==> src/pcts_defs.vh <==
// Summary of operation
// - With slot-1 immediate-load clear, a written slot-1 compare value waits in a buffer until its sync point; set, it applies at once.
// - Slot-0 immediate-load works the same way for the slot-0 compare value.
// - Slot-1 mode 000 disables, 001 fires on a down-count match, 010 on an up-count match, 011 on a match either way.
// - Slot-1 mode 100 fires at the carrier peak, 101 at the carrier bottom, 111 disables.
// - Slot-0 mode bits 2 to 0 use the same encoding as slot 1 on the slot-0 compare value.
// - In sawtooth carrier mode, down-match acts as up-match and bottom acts as peak, for both slots.
// - Match-either-way in triangle mode with compare value 0x0001 fires once per carrier cycle, not twice.
// - With the fault trigger enable clear, no trigger leaves while emergency protection is active; set, triggers continue.
// - A trigger fires when the active compare value equals the carrier counter in the direction or phase the mode selects.
// - Mode 110 fires at both the carrier peak and the carrier bottom.
// - Buffered values load at the peak for 001 (the bottom in sawtooth mode), the bottom for 010, peak or bottom for 011; other codes load at once.
`ifndef PCTS_DEFS_VH
`define PCTS_DEFS_VH
`define PCTS_ADDR_CTRL 4'h0
`define PCTS_ADDR_FAULT 4'h4
`define PCTS_ADDR_CMP0 4'h8
`define PCTS_ADDR_CMP1 4'hC
`define PCTS_CTRL_RST 16'h0000
`define PCTS_FAULT_RST 2'h0
`define PCTS_CMP_RST 16'h0000
`define PCTS_S0_MODE_LSB 0
`define PCTS_S0_IMM_BIT 3
`define PCTS_S1_MODE_LSB 4
`define PCTS_S1_IMM_BIT 7
`define PCTS_FAULT_EN_BIT 0
`define PCTS_MD_OFF 3'h0
`define PCTS_MD_DOWN 3'h1
`define PCTS_MD_UP 3'h2
`define PCTS_MD_BOTH 3'h3
`define PCTS_MD_PEAK 3'h4
`define PCTS_MD_BOTTOM 3'h5
`define PCTS_MD_PK_BT 3'h6
`define PCTS_MD_OFF2 3'h7
`define PCTS_CMP_ONE 16'h0001
`endif

==> src/pcts_trigger_select.v <==
`timescale 1ns/10ps
`include "pcts_defs.vh"
module pcts_trigger_select (
  input wire clk_i, // 250 MHz system clock.
  input wire rst_i, // Synchronous reset, active high.
  input wire wb_cyc_i, // Wishbone cycle.
  input wire wb_stb_i, // Wishbone strobe.
  input wire wb_we_i, // Wishbone write enable.
  input wire [3:0] wb_adr_i, // Byte address.
  input wire [3:0] wb_sel_i, // Byte lane selects.
  input wire [31:0] wb_dat_i, // Write data.
  output reg [31:0] wb_dat_o, // Read data.
  output reg wb_ack_o, // Access acknowledge.
  input wire [15:0] carrier_counter_i, // Carrier counter value.
  input wire count_up_i, // High while the carrier counts up.
  input wire carrier_peak_i, // One-cycle pulse at the carrier peak.
  input wire carrier_bottom_i, // One-cycle pulse at the carrier bottom.
  input wire triangle_mode_i, // High for triangle carrier, low for sawtooth.
  input wire emergency_protection_i, // High while protection is active.
  output reg conversion_start_pulse0_o, // Slot-0 trigger pulse.
  output reg conversion_start_pulse1_o // Slot-1 trigger pulse.
);

  reg [15:0] trigger_slot_control;
  reg [1:0] fault_trigger_register;
  reg [15:0] buf0;
  reg [15:0] buf1;
  reg [15:0] trigger_compare_slot0;
  reg [15:0] trigger_compare_slot1;
  reg [15:0] last_cnt;
  reg last_up;
  reg first_seen;

  wire [2:0] slot0_match_mode = trigger_slot_control[`PCTS_S0_MODE_LSB +: 3];
  wire [2:0] slot1_match_mode = trigger_slot_control[`PCTS_S1_MODE_LSB +: 3];
  wire slot0_immediate_load = trigger_slot_control[`PCTS_S0_IMM_BIT];
  wire slot1_immediate_load = trigger_slot_control[`PCTS_S1_IMM_BIT];
  wire fault_trigger_enable = fault_trigger_register[`PCTS_FAULT_EN_BIT];
  wire req = wb_cyc_i & wb_stb_i & ~wb_ack_o;
  wire wr = req & wb_we_i;

  // In sawtooth mode down-match becomes up-match and bottom becomes peak.
  function [2:0] eff_mode;
    input [2:0] md;
    input tri_m;
    begin
      if (!tri_m && md == `PCTS_MD_DOWN) begin
        eff_mode = `PCTS_MD_UP;
      end else if (!tri_m && md == `PCTS_MD_BOTTOM) begin
        eff_mode = `PCTS_MD_PEAK;
      end else begin
        eff_mode = md;
      end
    end
  endfunction

  // Decides whether a slot fires this cycle.
  function fire;
    input [2:0] md;
    input [15:0] cmp;
    input [15:0] cnt;
    input up;
    input pk;
    input bt;
    input tri_m;
    input fresh;
    reg hit;
    begin
      hit = (cmp == cnt) & fresh;
      case (md)
        `PCTS_MD_DOWN: fire = hit & ~up;
        `PCTS_MD_UP: fire = hit & up;
        // At 0x0001 a triangle carrier passes the value twice around the bottom; fire only up.
        `PCTS_MD_BOTH: fire = hit & (~tri_m | cmp != `PCTS_CMP_ONE | up);
        `PCTS_MD_PEAK: fire = pk;
        `PCTS_MD_BOTTOM: fire = bt;
        `PCTS_MD_PK_BT: fire = pk | bt;
        default: fire = 1'b0;
      endcase
    end
  endfunction

  // Sync-point decision for a buffered compare value.
  function load_now;
    input [2:0] md;
    input pk;
    input bt;
    begin
      case (md)
        `PCTS_MD_DOWN: load_now = pk;
        `PCTS_MD_UP: load_now = bt;
        `PCTS_MD_BOTH: load_now = pk | bt;
        default: load_now = 1'b1;
      endcase
    end
  endfunction

  wire [2:0] m0 = eff_mode(slot0_match_mode, triangle_mode_i);
  wire [2:0] m1 = eff_mode(slot1_match_mode, triangle_mode_i);
  // A counter that stays on one value would otherwise fire every cycle.
  wire fresh = ~first_seen | (carrier_counter_i != last_cnt) | (count_up_i != last_up);
  wire gate = ~emergency_protection_i | fault_trigger_enable;

  // Register writes and compare loading.
  always @(posedge clk_i) begin
    if (rst_i) begin
      trigger_slot_control <= `PCTS_CTRL_RST;
      fault_trigger_register <= `PCTS_FAULT_RST;
      buf0 <= `PCTS_CMP_RST;
      buf1 <= `PCTS_CMP_RST;
      trigger_compare_slot0 <= `PCTS_CMP_RST;
      trigger_compare_slot1 <= `PCTS_CMP_RST;
    end else begin
      if (wr && wb_adr_i == `PCTS_ADDR_CTRL) begin
        if (wb_sel_i[0]) trigger_slot_control[7:0] <= wb_dat_i[7:0];
        if (wb_sel_i[1]) trigger_slot_control[15:8] <= wb_dat_i[15:8];
      end
      if (wr && wb_adr_i == `PCTS_ADDR_FAULT && wb_sel_i[0]) begin
        fault_trigger_register <= wb_dat_i[1:0];
      end
      if (wr && wb_adr_i == `PCTS_ADDR_CMP0) begin
        if (wb_sel_i[0]) buf0[7:0] <= wb_dat_i[7:0];
        if (wb_sel_i[1]) buf0[15:8] <= wb_dat_i[15:8];
      end
      if (wr && wb_adr_i == `PCTS_ADDR_CMP1) begin
        if (wb_sel_i[0]) buf1[7:0] <= wb_dat_i[7:0];
        if (wb_sel_i[1]) buf1[15:8] <= wb_dat_i[15:8];
      end
      // Active values follow the buffer one cycle after a write at the earliest.
      if (slot0_immediate_load || load_now(m0, carrier_peak_i, carrier_bottom_i)) begin
        trigger_compare_slot0 <= buf0;
      end
      if (slot1_immediate_load || load_now(m1, carrier_peak_i, carrier_bottom_i)) begin
        trigger_compare_slot1 <= buf1;
      end
    end
  end

  // Trigger pulses, each one clock wide.
  always @(posedge clk_i) begin
    if (rst_i) begin
      conversion_start_pulse0_o <= 1'b0;
      conversion_start_pulse1_o <= 1'b0;
      last_cnt <= 16'h0000;
      last_up <= 1'b0;
      first_seen <= 1'b0;
    end else begin
      last_cnt <= carrier_counter_i;
      last_up <= count_up_i;
      first_seen <= 1'b1;
      conversion_start_pulse0_o <= gate & fire(m0, trigger_compare_slot0, carrier_counter_i,
        count_up_i, carrier_peak_i, carrier_bottom_i, triangle_mode_i, fresh);
      conversion_start_pulse1_o <= gate & fire(m1, trigger_compare_slot1, carrier_counter_i,
        count_up_i, carrier_peak_i, carrier_bottom_i, triangle_mode_i, fresh);
    end
  end

  // Single-wait-state slave; reads show the buffered compare values.
  always @(posedge clk_i) begin
    if (rst_i) begin
      wb_ack_o <= 1'b0;
      wb_dat_o <= 32'h00000000;
    end else begin
      wb_ack_o <= req;
      wb_dat_o <= 32'h00000000;
      if (req && !wb_we_i) begin
        case (wb_adr_i)
          `PCTS_ADDR_CTRL: wb_dat_o <= {16'h0000, trigger_slot_control};
          `PCTS_ADDR_FAULT: wb_dat_o <= {30'h00000000, fault_trigger_register};
          `PCTS_ADDR_CMP0: wb_dat_o <= {16'h0000, buf0};
          `PCTS_ADDR_CMP1: wb_dat_o <= {16'h0000, buf1};
          default: wb_dat_o <= 32'h00000000;
        endcase
      end
    end
  end
endmodule

==> config.mk <==
export PLATFORM = sky130hd
export DESIGN_NAME = pcts_trigger_select
export DESIGN_NICKNAME = d
export VERILOG_FILES = /design/src/pcts_trigger_select.v
export VERILOG_INCLUDE_DIRS = /design/src
export SDC_FILE = /design/constraint.sdc
export NUM_CORES = 1
export LEC_CHECK = 0
export ABC_AREA = 0
export BUFFER_PORTS_ARGS = -buffer_cell sky130_fd_sc_hd__buf_4
export CORE_MARGIN = 1.5
export CORE_UTILIZATION = 40
export CTS_CLUSTER_SIZE = 25
export DETAILED_ROUTE_END_ITERATION = 7
export GPL_ROUTABILITY_DRIVEN = 1
export SLEW_MARGIN = 20
export SYNTH_ARGS = -nofsm -noshare
export SYNTH_HDL_FRONTEND = slang
export SYNTH_SLANG_ARGS = --single-unit
==> constraint.sdc <==
create_clock -name clk_i -period 1.91 [get_ports clk_i]
set_input_delay 0.191 -clock clk_i [delete_from_list [all_inputs] [get_ports clk_i]]
set_output_delay 0.191 -clock clk_i [all_outputs]
set_load 0.005 [all_outputs]
==> After elaboration in Yosys (flattened, before gate mapping) <==
Cells that the tools add are included.
{ "classes": {"n_eq_ne": 25, "mux": 14, "n_bitwise": 27, "reduce_logical": 22} }
{ "ops": {"columns": ["op", "n"], "rows": [
  ["case mux 16 bit (4 select lines)", 1],
  ["== test 16 bit", 2],
  ["inequality test 16 x 1 -> 1 bit, second input constant", 2],
  ["== test 3 bit, second input constant", 8],
  ["inequality test 16 bit", 1],
  ["AND 1 bit", 13],
  ["== test 3 x 1 -> 1 bit, second input constant", 4],
  ["== test 3 x 2 -> 1 bit, second input constant", 4],
  ["2-to-1 mux 3 bit", 4],
  ["case mux 1 bit (6 select lines)", 2],
  ["AND reduction 2 bit", 6],
  ["logical AND 1 bit", 10],
  ["== test 4 bit, second input constant", 2],
  ["bitwise OR 1 bit", 8],
  ["inverter 1 bit", 6],
  ["case mux 1 bit (3 select lines)", 2],
  ["2-to-1 mux 1 bit", 5],
  ["== test 4 x 3 -> 1 bit, second input constant", 1],
  ["logical NOT 4 bit", 1],
  ["logical NOT 1 bit", 2],
  ["logical OR 1 bit", 2],
  ["OR reduction 2 bit", 1],
  ["inequality test 1 bit", 1]
]} }
{ "word_totals": {"regBits": 135, "output_inout_bits": 35} }

==> Logic depth before layout (Yosys ltp) <==
Gate-level depths: netlist of the first run.
{ "logic_depth": {"depth_word": 8, "depth_mapped": 8} }

==> Least setup slack after synthesis of the first run <==
OpenSTA, ideal clock, no wires.
{ "synth_path": {"path_type": "register to register", "start": "reg trigger_slot_control[0]", "end": "reg trigger_compare_slot0[5]", "setup_ns": 0.128, "arrival_time_ns": 1.378, "t_required_ns": 1.782, "path_slack_ns": 0.404, "stages_incl_launch_ff": 9, "path_buffers": 3, "period_less_slack_ns": 1.506, "cell_sequence": "dfxtp_1 buf_4 nor3b_2 a21oi_1 a211o_1 buf_6 buf_12 mux2i_1 nor2_1"} }
{ "synth_via": {"elab_chain_cells": 8} }
{ "synth_rtl": {"columns": ["element", "line", "rtl"], "rows": [
  ["start, declared", "pcts_trigger_select.v:24", "reg [15:0] trigger_slot_control;"],
  ["start signal, assigned", "pcts_trigger_select.v:107", "trigger_slot_control <= `PCTS_CTRL_RST;"],
  ["start signal, assigned", "pcts_trigger_select.v:115", "if (wb_sel_i[0]) trigger_slot_control[7:0] <= wb_dat_i[7:0];"],
  ["== test 3 bit (no source line)", null, null],
  ["logical AND 1 bit (no source line)", null, null],
  ["2-to-1 mux 3 bit", "pcts_trigger_select.v:49", "end else if (!tri_m && md == `PCTS_MD_BOTTOM) begin"],
  ["2-to-1 mux 3 bit *", "pcts_trigger_select.v:47", "if (!tri_m && md == `PCTS_MD_DOWN) begin"],
  ["== test 3 x 2 -> 1 bit / == test 3 x 1 -> 1 bit (equally long branches)", "pcts_trigger_select.v:89", "case (md)"],
  ["case mux 1 bit (3 select lines) *", "pcts_trigger_select.v:89", null],
  ["2-to-1 mux 1 bit *", "pcts_trigger_select.v:106", "if (rst_i) begin"],
  ["logical OR 1 bit *", "pcts_trigger_select.v:130", "if (slot0_immediate_load || load_now(m0, carrier_peak_i, carrier_bottom_i)) begin"],
  ["end signal, assigned", "pcts_trigger_select.v:111", "trigger_compare_slot0 <= `PCTS_CMP_RST;"],
  ["end signal, assigned", "pcts_trigger_select.v:131", "trigger_compare_slot0 <= buf0;"],
  ["end, declared", "pcts_trigger_select.v:28", "reg [15:0] trigger_compare_slot0;"]
]} }
Every way passes the cells marked *; elsewhere a longest branch is shown, timed or not. The select of a mux whose other input is x is not followed.
A chain may end at the register's enable or synchronous reset.

==> Final worst setup path of the first run <==
{ "layout_path": {"start": "reg wb_ack_o", "end": "reg buf0[4]"} }
{ "layout_via": {"elab_chain_cells": 5} }
{ "layout_rtl": {"columns": ["element", "line", "rtl"], "rows": [
  ["start, declared", "pcts_trigger_select.v:13", "output reg wb_ack_o,"],
  ["start signal, assigned", "pcts_trigger_select.v:164", "wb_ack_o <= req;"],
  ["inverter 1 bit", "pcts_trigger_select.v:39", "wire req = wb_cyc_i & wb_stb_i & ~wb_ack_o;"],
  ["AND 1 bit", "pcts_trigger_select.v:39", null],
  ["AND 1 bit", "pcts_trigger_select.v:40", "wire wr = req & wb_we_i;"],
  ["logical AND 1 bit (no source line)", null, null],
  ["AND reduction 2 bit (no source line)", null, null],
  ["end signal, assigned", "pcts_trigger_select.v:109", "buf0 <= `PCTS_CMP_RST;"],
  ["end signal, assigned", "pcts_trigger_select.v:122", "if (wb_sel_i[0]) buf0[7:0] <= wb_dat_i[7:0];"],
  ["end, declared", "pcts_trigger_select.v:26", "reg [15:0] buf0;"]
]} }
No other way between the ends.

==> results of run 1 <==
-- metrics by stage --
step	util	hold slack, ns	instances
after floorplan	-	0.259	583
after global placement	0.458	0.443	786
after detailed placement	0.458	0.450	786
after CTS	0.508	0.0298	817
after global routing	0.508	0.0394	817
final	0.508	0.0436	817
-- cells by family after synthesis --
kind of cell    after synthesis  share of synthesized area
other cells                   1                   0.000729
flops                       119                      0.463
compound gates               91                      0.107
mux                          36                     0.0702
xor+xnor                     49                     0.0834
simple gates                219                      0.212
buf+inv                      53                     0.0634
-- report_power, final --
group	total (mW)	switching (mW)	internal (mW)
registers	2.52	0.0124	2.51
clock network	3.45	1.09	2.36
logic	0.320	0.182	0.139
total	6.30	1.29	5.01
-- metal layers --
layer | wire length [um] | up-vias
met5 | 0 | -
met2 | 5800 | 169
met1 | 6440 | 2052
li1 | - | 2093
met3 | 824 | 27
met4 | 354 | 0
-- critical path: cells and delay by family (launching register included) --
kind | cells | cell delay [ns]
flops | 1 | 0.31
simple gates | 4 | 1.20
compound gates | 1 | 0.07
-- how the worst max path moves through the flow --
stage                     slack (ns)  depth (start not counted)                                     to                                 start
after global placement          0.26                          5   trigger_slot_control[1]$_SDFFE_PP0P_                   wb_ack_o$_SDFF_PP0_
after CTS                       0.22                          5   trigger_slot_control[1]$_SDFFE_PP0P_                   wb_ack_o$_SDFF_PP0_
after floorplan                 0.40                          8  trigger_compare_slot0[5]$_SDFFE_PP0P_  trigger_slot_control[0]$_SDFFE_PP0P_
after global routing            0.08                          5                   buf0[6]$_SDFFE_PP0P_                   wb_ack_o$_SDFF_PP0_
after detailed placement        0.25                          5   trigger_slot_control[1]$_SDFFE_PP0P_                   wb_ack_o$_SDFF_PP0_
final                           0.20                          5                   buf0[4]$_SDFFE_PP0P_                   wb_ack_o$_SDFF_PP0_
-- state kept, by name, indices dropped and copies added, names as in the netlist --
register and count:
buf0 16, buf1 16, last_cnt 16, trigger_compare_slot0 16, trigger_compare_slot1 16, trigger_slot_control 16
wb_dat_o 16, fault_trigger_register 2, conversion_start_pulse0_o 1, conversion_start_pulse1_o 1, first_seen 1, last_up 1
wb_ack_o 1
-- cells in the final DEF, fill, tap and decap left out, drive strengths merged, types with 3 or more instances in the layout --
cell    count
a21oi      57
nand3      52
nor3        4
nor4b       3
nor2b      19
a31oi       4
conb       16
a222oi     14
nand3b      3
xnor2      11
nor2       50
o21ai       8
clkinv      5
clkbuf     21
nor4       15
nand4       4
nand2      57
and3        5
xor2       38
buf        82
mux2i      35
bufinv      5
dfxtp     119
-- cell type report --
class / count / area [um2]
sequential: 119 / 2380
clock buffer: 21 / 460
clock inverter: 10 / 175
multi-input combinational: 411 / 2490
timing repair buffer: 82 / 653
fill: 1155 / 6180
tap: 172 / 215
inverter: 2 / 7.51
==> results.md, run 1 <==
- The post-synthesis instance area is between 5000 and 6000 um2.
- From left edge to right edge, the die measures about 120 um.
- The number of setup buffers added after CTS is 0.
- Dividing the final minimum period by the clock period gives 0.896.
- The first detailed-routing pass took 5 iterations.
- The H-tree depth reported by CTS is 4.
- The library cell with the largest summed area after synthesis is sky130_fd_sc_hd__dfxtp_1.
- For this run, the post-layout net count is ~700.
- For the final database, setup skew stands at roughly 0.0075 ns.
- The tightest min-delay check is of the primary input to flop type.
- Clock-pin slew was measured on the worst setup and hold paths at 0.05 ns.
- The number of slew-limit violations in the final report came to 0.
- The sequential-to-total area share from yosys stat is 0.463.
- The post-detailed-route wirelength per cell is around 16 um.
- The number of failing hold endpoints at the final stage was 0.
- The run finished with clean final reports.
- OpenSTA, run right after detailed placement, puts the worst setup slack at approximately 0.25 ns.
- The proportion of layout cells with a drive suffix above 1 is 0.180.
- The die footprint is between 10000 and 15000 um2.
- IR analysis of the VDD net gives a maximum drop of around 0.44 mV.
- The core region is approximately 13000 um2.
- The total leakage power is 2.67 nW.
- Entering global routing, the biggest net connects 37 pins.
- The dominant register cell in the synthesized netlist is sky130_fd_sc_hd__dfxtp_1.
- The number of design-rule violations left by the first detailed-router iteration is between 400 and 500.
- The routing layer with the top usage in global route is met2.
- Setup repair after global routing left no endpoint under its margin.
- Walking the worst path, the cells encountered are and3b_1 -> and3_1 -> nand2_1 -> nand2_1 -> a21oi_1.
- For this configuration, the core starts out at a cell density of 0.410.
- The cell area after placement is around 5800 um2.
- In this run the critical register-to-register path is launched from wb_ack_o$_SDFF_PP0_.
- Once the clock tree was built, the resizer swapped 0 gates to a different size.
- For the worst-skew pair, the clock arrives at the later sink with an insertion delay of 0.42 ns.
- The master of the slowest instance on the critical path is sky130_fd_sc_hd__and3_1.
- The path with the worst hold slack has its endpoint at last_cnt[0]$_SDFF_PP0_.
- The path type of the worst setup path is flop to flop.
- For this design, the CTS-stage hold fixing added 0 buffers.
- After routing, the total negative slack on setup checks comes to 0 ns.
- The number of global-route vias before repair is 4024.
- The setup slack of the critical path after layout is about 0.2 ns.
- The upper clock frequency limit is ~0.58 GHz.
- The root buffer cell is sky130_fd_sc_hd__clkbuf_16.
- The congestion estimate from routability-driven global placement came to 0.888.
- The fraction of synthesis flops using an asynchronous set or reset pin is 0.
- Ranked by total cell area, the synthesized netlist is headed by sky130_fd_sc_hd__dfxtp_1 (46%), sky130_fd_sc_hd__mux2i_1 (6.8%), sky130_fd_sc_hd__xor2_1 (6.5%).
- The number of placed I/O pins is between 100 and 150.
- The floorplan has between 40 and 50 rows.
- The overall power is between 6 and 7 mW.
- The final antenna-violating net count is 0.
- The library cell appearing most often on the critical path is sky130_fd_sc_hd__nand2_1.
- The number of standard cells after synthesis is 568.
- The flip-flop and latch count after synthesis is around 120.
- In the post-synthesis netlist, the cell with the most instances is sky130_fd_sc_hd__dfxtp_1.
- The y dimension of the die is around 120 um.
- Counting I/O delays and the setup requirement, the final critical path takes between 1.5 and 2 ns.
- STA classifies the critical path endpoint as a flop.
- The routing usage on met3 is 0.0472.
- Counting the buffers created by CTS gives 17.
- The clock drives about 120 sinks.
- The total wire length is approximately 13000 um.
- Measured in cells, the most critical reg-to-reg path has a length of 5.
- The count of flip-flops with a built-in enable after synthesis is 0.
- The highest cell delay on the worst timing path is roughly 0.47 ns.
- The Yosys step of the flow raised 0 warnings.
- The total congestion overflow after global routing is 0.
- The data required time at the worst endpoint is 2.20 ns.
- The global routing usage on met1 is 0.294.
- The worst setup path is launched from a flop.
- The flop-to-flop setup slack is 0.20 ns.
- The number of antenna diodes in the final layout is 0.
- The worst hold path startpoint is carrier_counter_i[0].
- The first-pass GRT wire length is around 21000 um.
- Of the post-synthesis cell area, the dominant cell type holds 0.463.
- The count of buffers from port buffering is between 60 and 70.
- The residual DRC count is 0.
- The global router's overall resource usage is 0.208.
- After legalization and detailed placement, the total HPWL measured roughly 9500 um.
- The average size of a mapped cell is between 9 and 10 um2.
- The power per cell area is roughly 990 nW/um2.
- The TritonCTS clock tree is yes.
- The arrival time at the worst endpoint is around 2.0 ns.
- Setup violations remaining at the end of the flow were counted as 0.
- The depth of the worst hold-timing path is 2.
- In the global route stage, met2 resource usage came out at 0.298.
- The routed via count is about 4.3k.
- In the routed layout, each cell is associated on average with a via count of approximately 5.3.
- The post-layout instance area is ~6400 um2.
- The initial antenna violation count came to 0.
- The clock tree buffer depth is 2.
- The destination of the worst register-to-register timing path is buf0[4]$_SDFFE_PP0P_.
- Along the worst path, the maximum fanout reaches 13.
- Counting instances in the post-synthesis netlist gives the leading cell types as sky130_fd_sc_hd__dfxtp_1 (119), sky130_fd_sc_hd__a21oi_1 (57), sky130_fd_sc_hd__nand2_1 (57).
- After synthesis, the netlist uses 38 different library cells.
- The area growth from synthesis to layout is 24.1%.
- Across the run, the number of max-cap violations was 0.
No activity file was read; power rests on OpenSTA's default activity.
==> run 2, diff against run 1 <==
==> constraint.sdc (replaced) <==
create_clock -name clk_i -period 1.91 [get_ports clk_i]
set_input_delay 0.4775 -clock clk_i [delete_from_list [all_inputs] [get_ports clk_i]]
set_output_delay 0.4775 -clock clk_i [all_outputs]
set_load 0.005 [all_outputs]
==> results.md, run 2 (synthesis gave the netlist of run 1 again) <==
- The run finished with clean final reports.
- The starting density of the core is 0.410 (unchanged).
- The proportion of layout cells with a drive suffix above 1 is 0.184 (+0.00437).
- The clock edge transition at the registers on the reported setup and hold paths is 0.06 ns (about the same).
- The area of the core is 12600 um2 (unchanged).
- The source-to-sink clock delay at the later pin of the worst-skew pair is 0.41 ns (about the same).
- The HPWL after detailed placement is 9530 um (+0.42%).
- The count of buffers from port buffering is 66 (unchanged).
- The number of vias per cell after detailed routing is 5.35 (+0.68%).
- The initial antenna violation count is 0 (unchanged).
- The post-layout instance area is 6340 um2 (-0.72%).
- The worst-path maximum fanout is 16 (+3).
- The root buffer cell is sky130_fd_sc_hd__clkbuf_16.
- The register area is 2380 um2 (unchanged).
- Measured against its own limit, the worst slew margin works out to 0.493.
- The post-route non-filler standard cell count came to 818 (+0.12%).
- The y dimension of the die is 116 um (unchanged).
- The number of diodes added for antenna fixing came to 0 (unchanged).
- The final antenna-violating net count is 0 (unchanged).
- The row count is 41 (unchanged).
- The die outline width is 116 um (unchanged).
- The clock skew after layout was 0.00740 ns (-0.0000915 ns).
- The upper clock frequency limit came to 0.598 GHz (+2.4%).
- Setup repair after global routing left no endpoint under its margin.
- The total iterations of the first detailed-routing run is 7 (+2).
- The weighted congestion at the end of routability-driven global placement was 0.903 (+1.7%).
- The residual DRC count is 0 (unchanged).
- The type of the most critical hold path is primary input to flop.
- The area used by multi-input combinational logic was 2490 um2 (unchanged).
- The first-pass GRT wire length is 20900 um (-1.1%).
- The nature of the critical path endpoint is a flop.
- The pin count of the biggest net entering global routing is 76 (+110%).
- The area overhead of the layout relative to synthesis is 23.2%.
- The die footprint was 13600 um2 (unchanged).
- The routed via count is 4376 (+0.81%).
- The number of slew-limit violations in the final report is 0 (unchanged).
- The post-CTS setup repair buffer count is 0 (unchanged).
- The max-capacitance violation count is 0 (unchanged).
- The final net count is 699 (unchanged).
- The cell area after placement was 5770 um2 (+0.22%).
- The number of placed I/O pins is 101 (unchanged).
- The post-route minimum period came to 1.67 ns (-0.0409 ns).
- The data required time at the worst endpoint is 2.18 ns (-0.02 ns).
- The launching element type of the critical path is a flop.
- The number of failing hold endpoints at the final stage is 0 (unchanged).
- The clock tree buffer depth is 2 (unchanged).
- The number of global-route vias before repair was 4124 (+2.5%).
- By startpoint and endpoint, the worst setup path is classified as flop to flop.
- The period utilization was 0.875 (-0.0214).
- The count of cells resized by post-cts repair is 0 (unchanged).
- The total wire length is 13200 um (-1.5%).
- The CTS sink count is 119 (unchanged).
- The final count of negative-setup-slack endpoints was 0 (unchanged).
- The total leakage power came to 2.62 nW (-1.8%).
- The top cell types in the final layout, fill and taps aside, are sky130_fd_sc_hd__dfxtp_1 (119), sky130_fd_sc_hd__buf_4 (78), sky130_fd_sc_hd__nand2_1 (57), sky130_fd_sc_hd__a21oi_1 (57), sky130_fd_sc_hd__nand3_1 (52).
- The transition time at the pin with the least slew margin is about 0.76 ns.
- The power per cell area is 928 nW/um2 (-5.8%).
- The arrival time at the worst endpoint was 1.95 ns (-0.05 ns).
- TritonCTS built the clock tree.
- The worst hold slack across all endpoints is 0.323 ns (+0.279 ns).
- The number of hold buffers added after CTS is 0 (unchanged).
- The total congestion overflow after global routing came to 0 (unchanged).
- The TritonCTS buffer count is 17 (unchanged).
- The global router's overall resource usage is 0.204 (-0.00373).
- The H-tree depth reported by CTS came to 4 (unchanged).
- The number of placed cells counting well taps is 786 (unchanged).
- The setup TNS after final layout is 0 ns (unchanged).
- The post-detailed-route wirelength per cell is 16.2 um (-1.6%).
- The most common cell after layout, fill and taps aside is sky130_fd_sc_hd__dfxtp_1.
- The worst ir drop on vdd is 0.485 mV (+11%).
- The filler cell count is 1186 (+2.7%).
- The number of design-rule violations left by the first detailed-router iteration came to 384 (-20%).
[run 2: cell count changes in the layout (fill, tap and decap cells not counted), sizes merged]
cell,previous run,this run
clkinv,5,4
inv,2,4
clkinvlp,0,6
clkbuf,21,19
bufinv,5,1
[run 2: metal layers]
metal  up-vias  GRT usage  wire, um
met5         -          0         0
li1       2102          -         -
met1      2042      0.272      6140
met2       205      0.302      5860
met3        27     0.0643       972
met4         0     0.0959       243
[run 2: layout make-up]
cell class | instances | share of cell area
Clock buffer | 19 | 0.0714
Clock inverter | 13 | 0.0195
Inverter | 2 | 0.00118
Multi-Input combinational cell | 411 | 0.393
Sequential cell | 119 | 0.376
Tap cell | 172 | 0.0339
Timing Repair Buffer | 82 | 0.105
[run 2: stage by stage]
| step | power (mW) | util | worst slack, ns |
|---|---|---|---|
| after floorplan | 2.75 | - | 0.212 |
| after global placement | 2.89 | 0.459 | 0.0932 |
| after detailed placement | 2.89 | 0.459 | 0.0769 |
| after CTS | 5.95 | 0.505 | 0.247 |
| after global routing | 6.09 | 0.505 | 0.107 |
| final | 5.89 | 0.505 | 0.239 |
[run 2: worst paths after layout]
path	from	endpoint	slack (ns)	cells after the start
hold reg to reg	trigger_slot_control[12]$_SDFFE_PP0P_	trigger_slot_control[12]$_SDFFE_PP0P_	0.46	2
setup reg to reg	trigger_slot_control[5]$_SDFFE_PP0P_	trigger_compare_slot1[7]$_SDFFE_PP0P_	0.24	6
hold / removal	rst_i	first_seen$_DFF_P_	0.32	2
setup / recovery	trigger_slot_control[5]$_SDFFE_PP0P_	trigger_compare_slot1[7]$_SDFFE_PP0P_	0.24	6
[run 2: worst max-delay path: stages (launching register included)]
cell and delay [ns]:
sky130_fd_sc_hd__dfxtp_1 0.52, sky130_fd_sc_hd__nor3b_2 0.22, sky130_fd_sc_hd__a21oi_1 0.05, sky130_fd_sc_hd__a211o_1 0.34, sky130_fd_sc_hd__buf_12 0.17, sky130_fd_sc_hd__mux2i_1 0.17, sky130_fd_sc_hd__nor2_1 0.05
[run 2: power by group]
| part | internal (mW) | total, mW | switching (mW) |
|---|---|---|---|
| clock | 1.86 | 3.05 | 1.18 |
| combinational | 0.140 | 0.322 | 0.181 |
| sequential | 2.51 | 2.52 | 0.0112 |
| total | 4.51 | 5.89 | 1.38 |
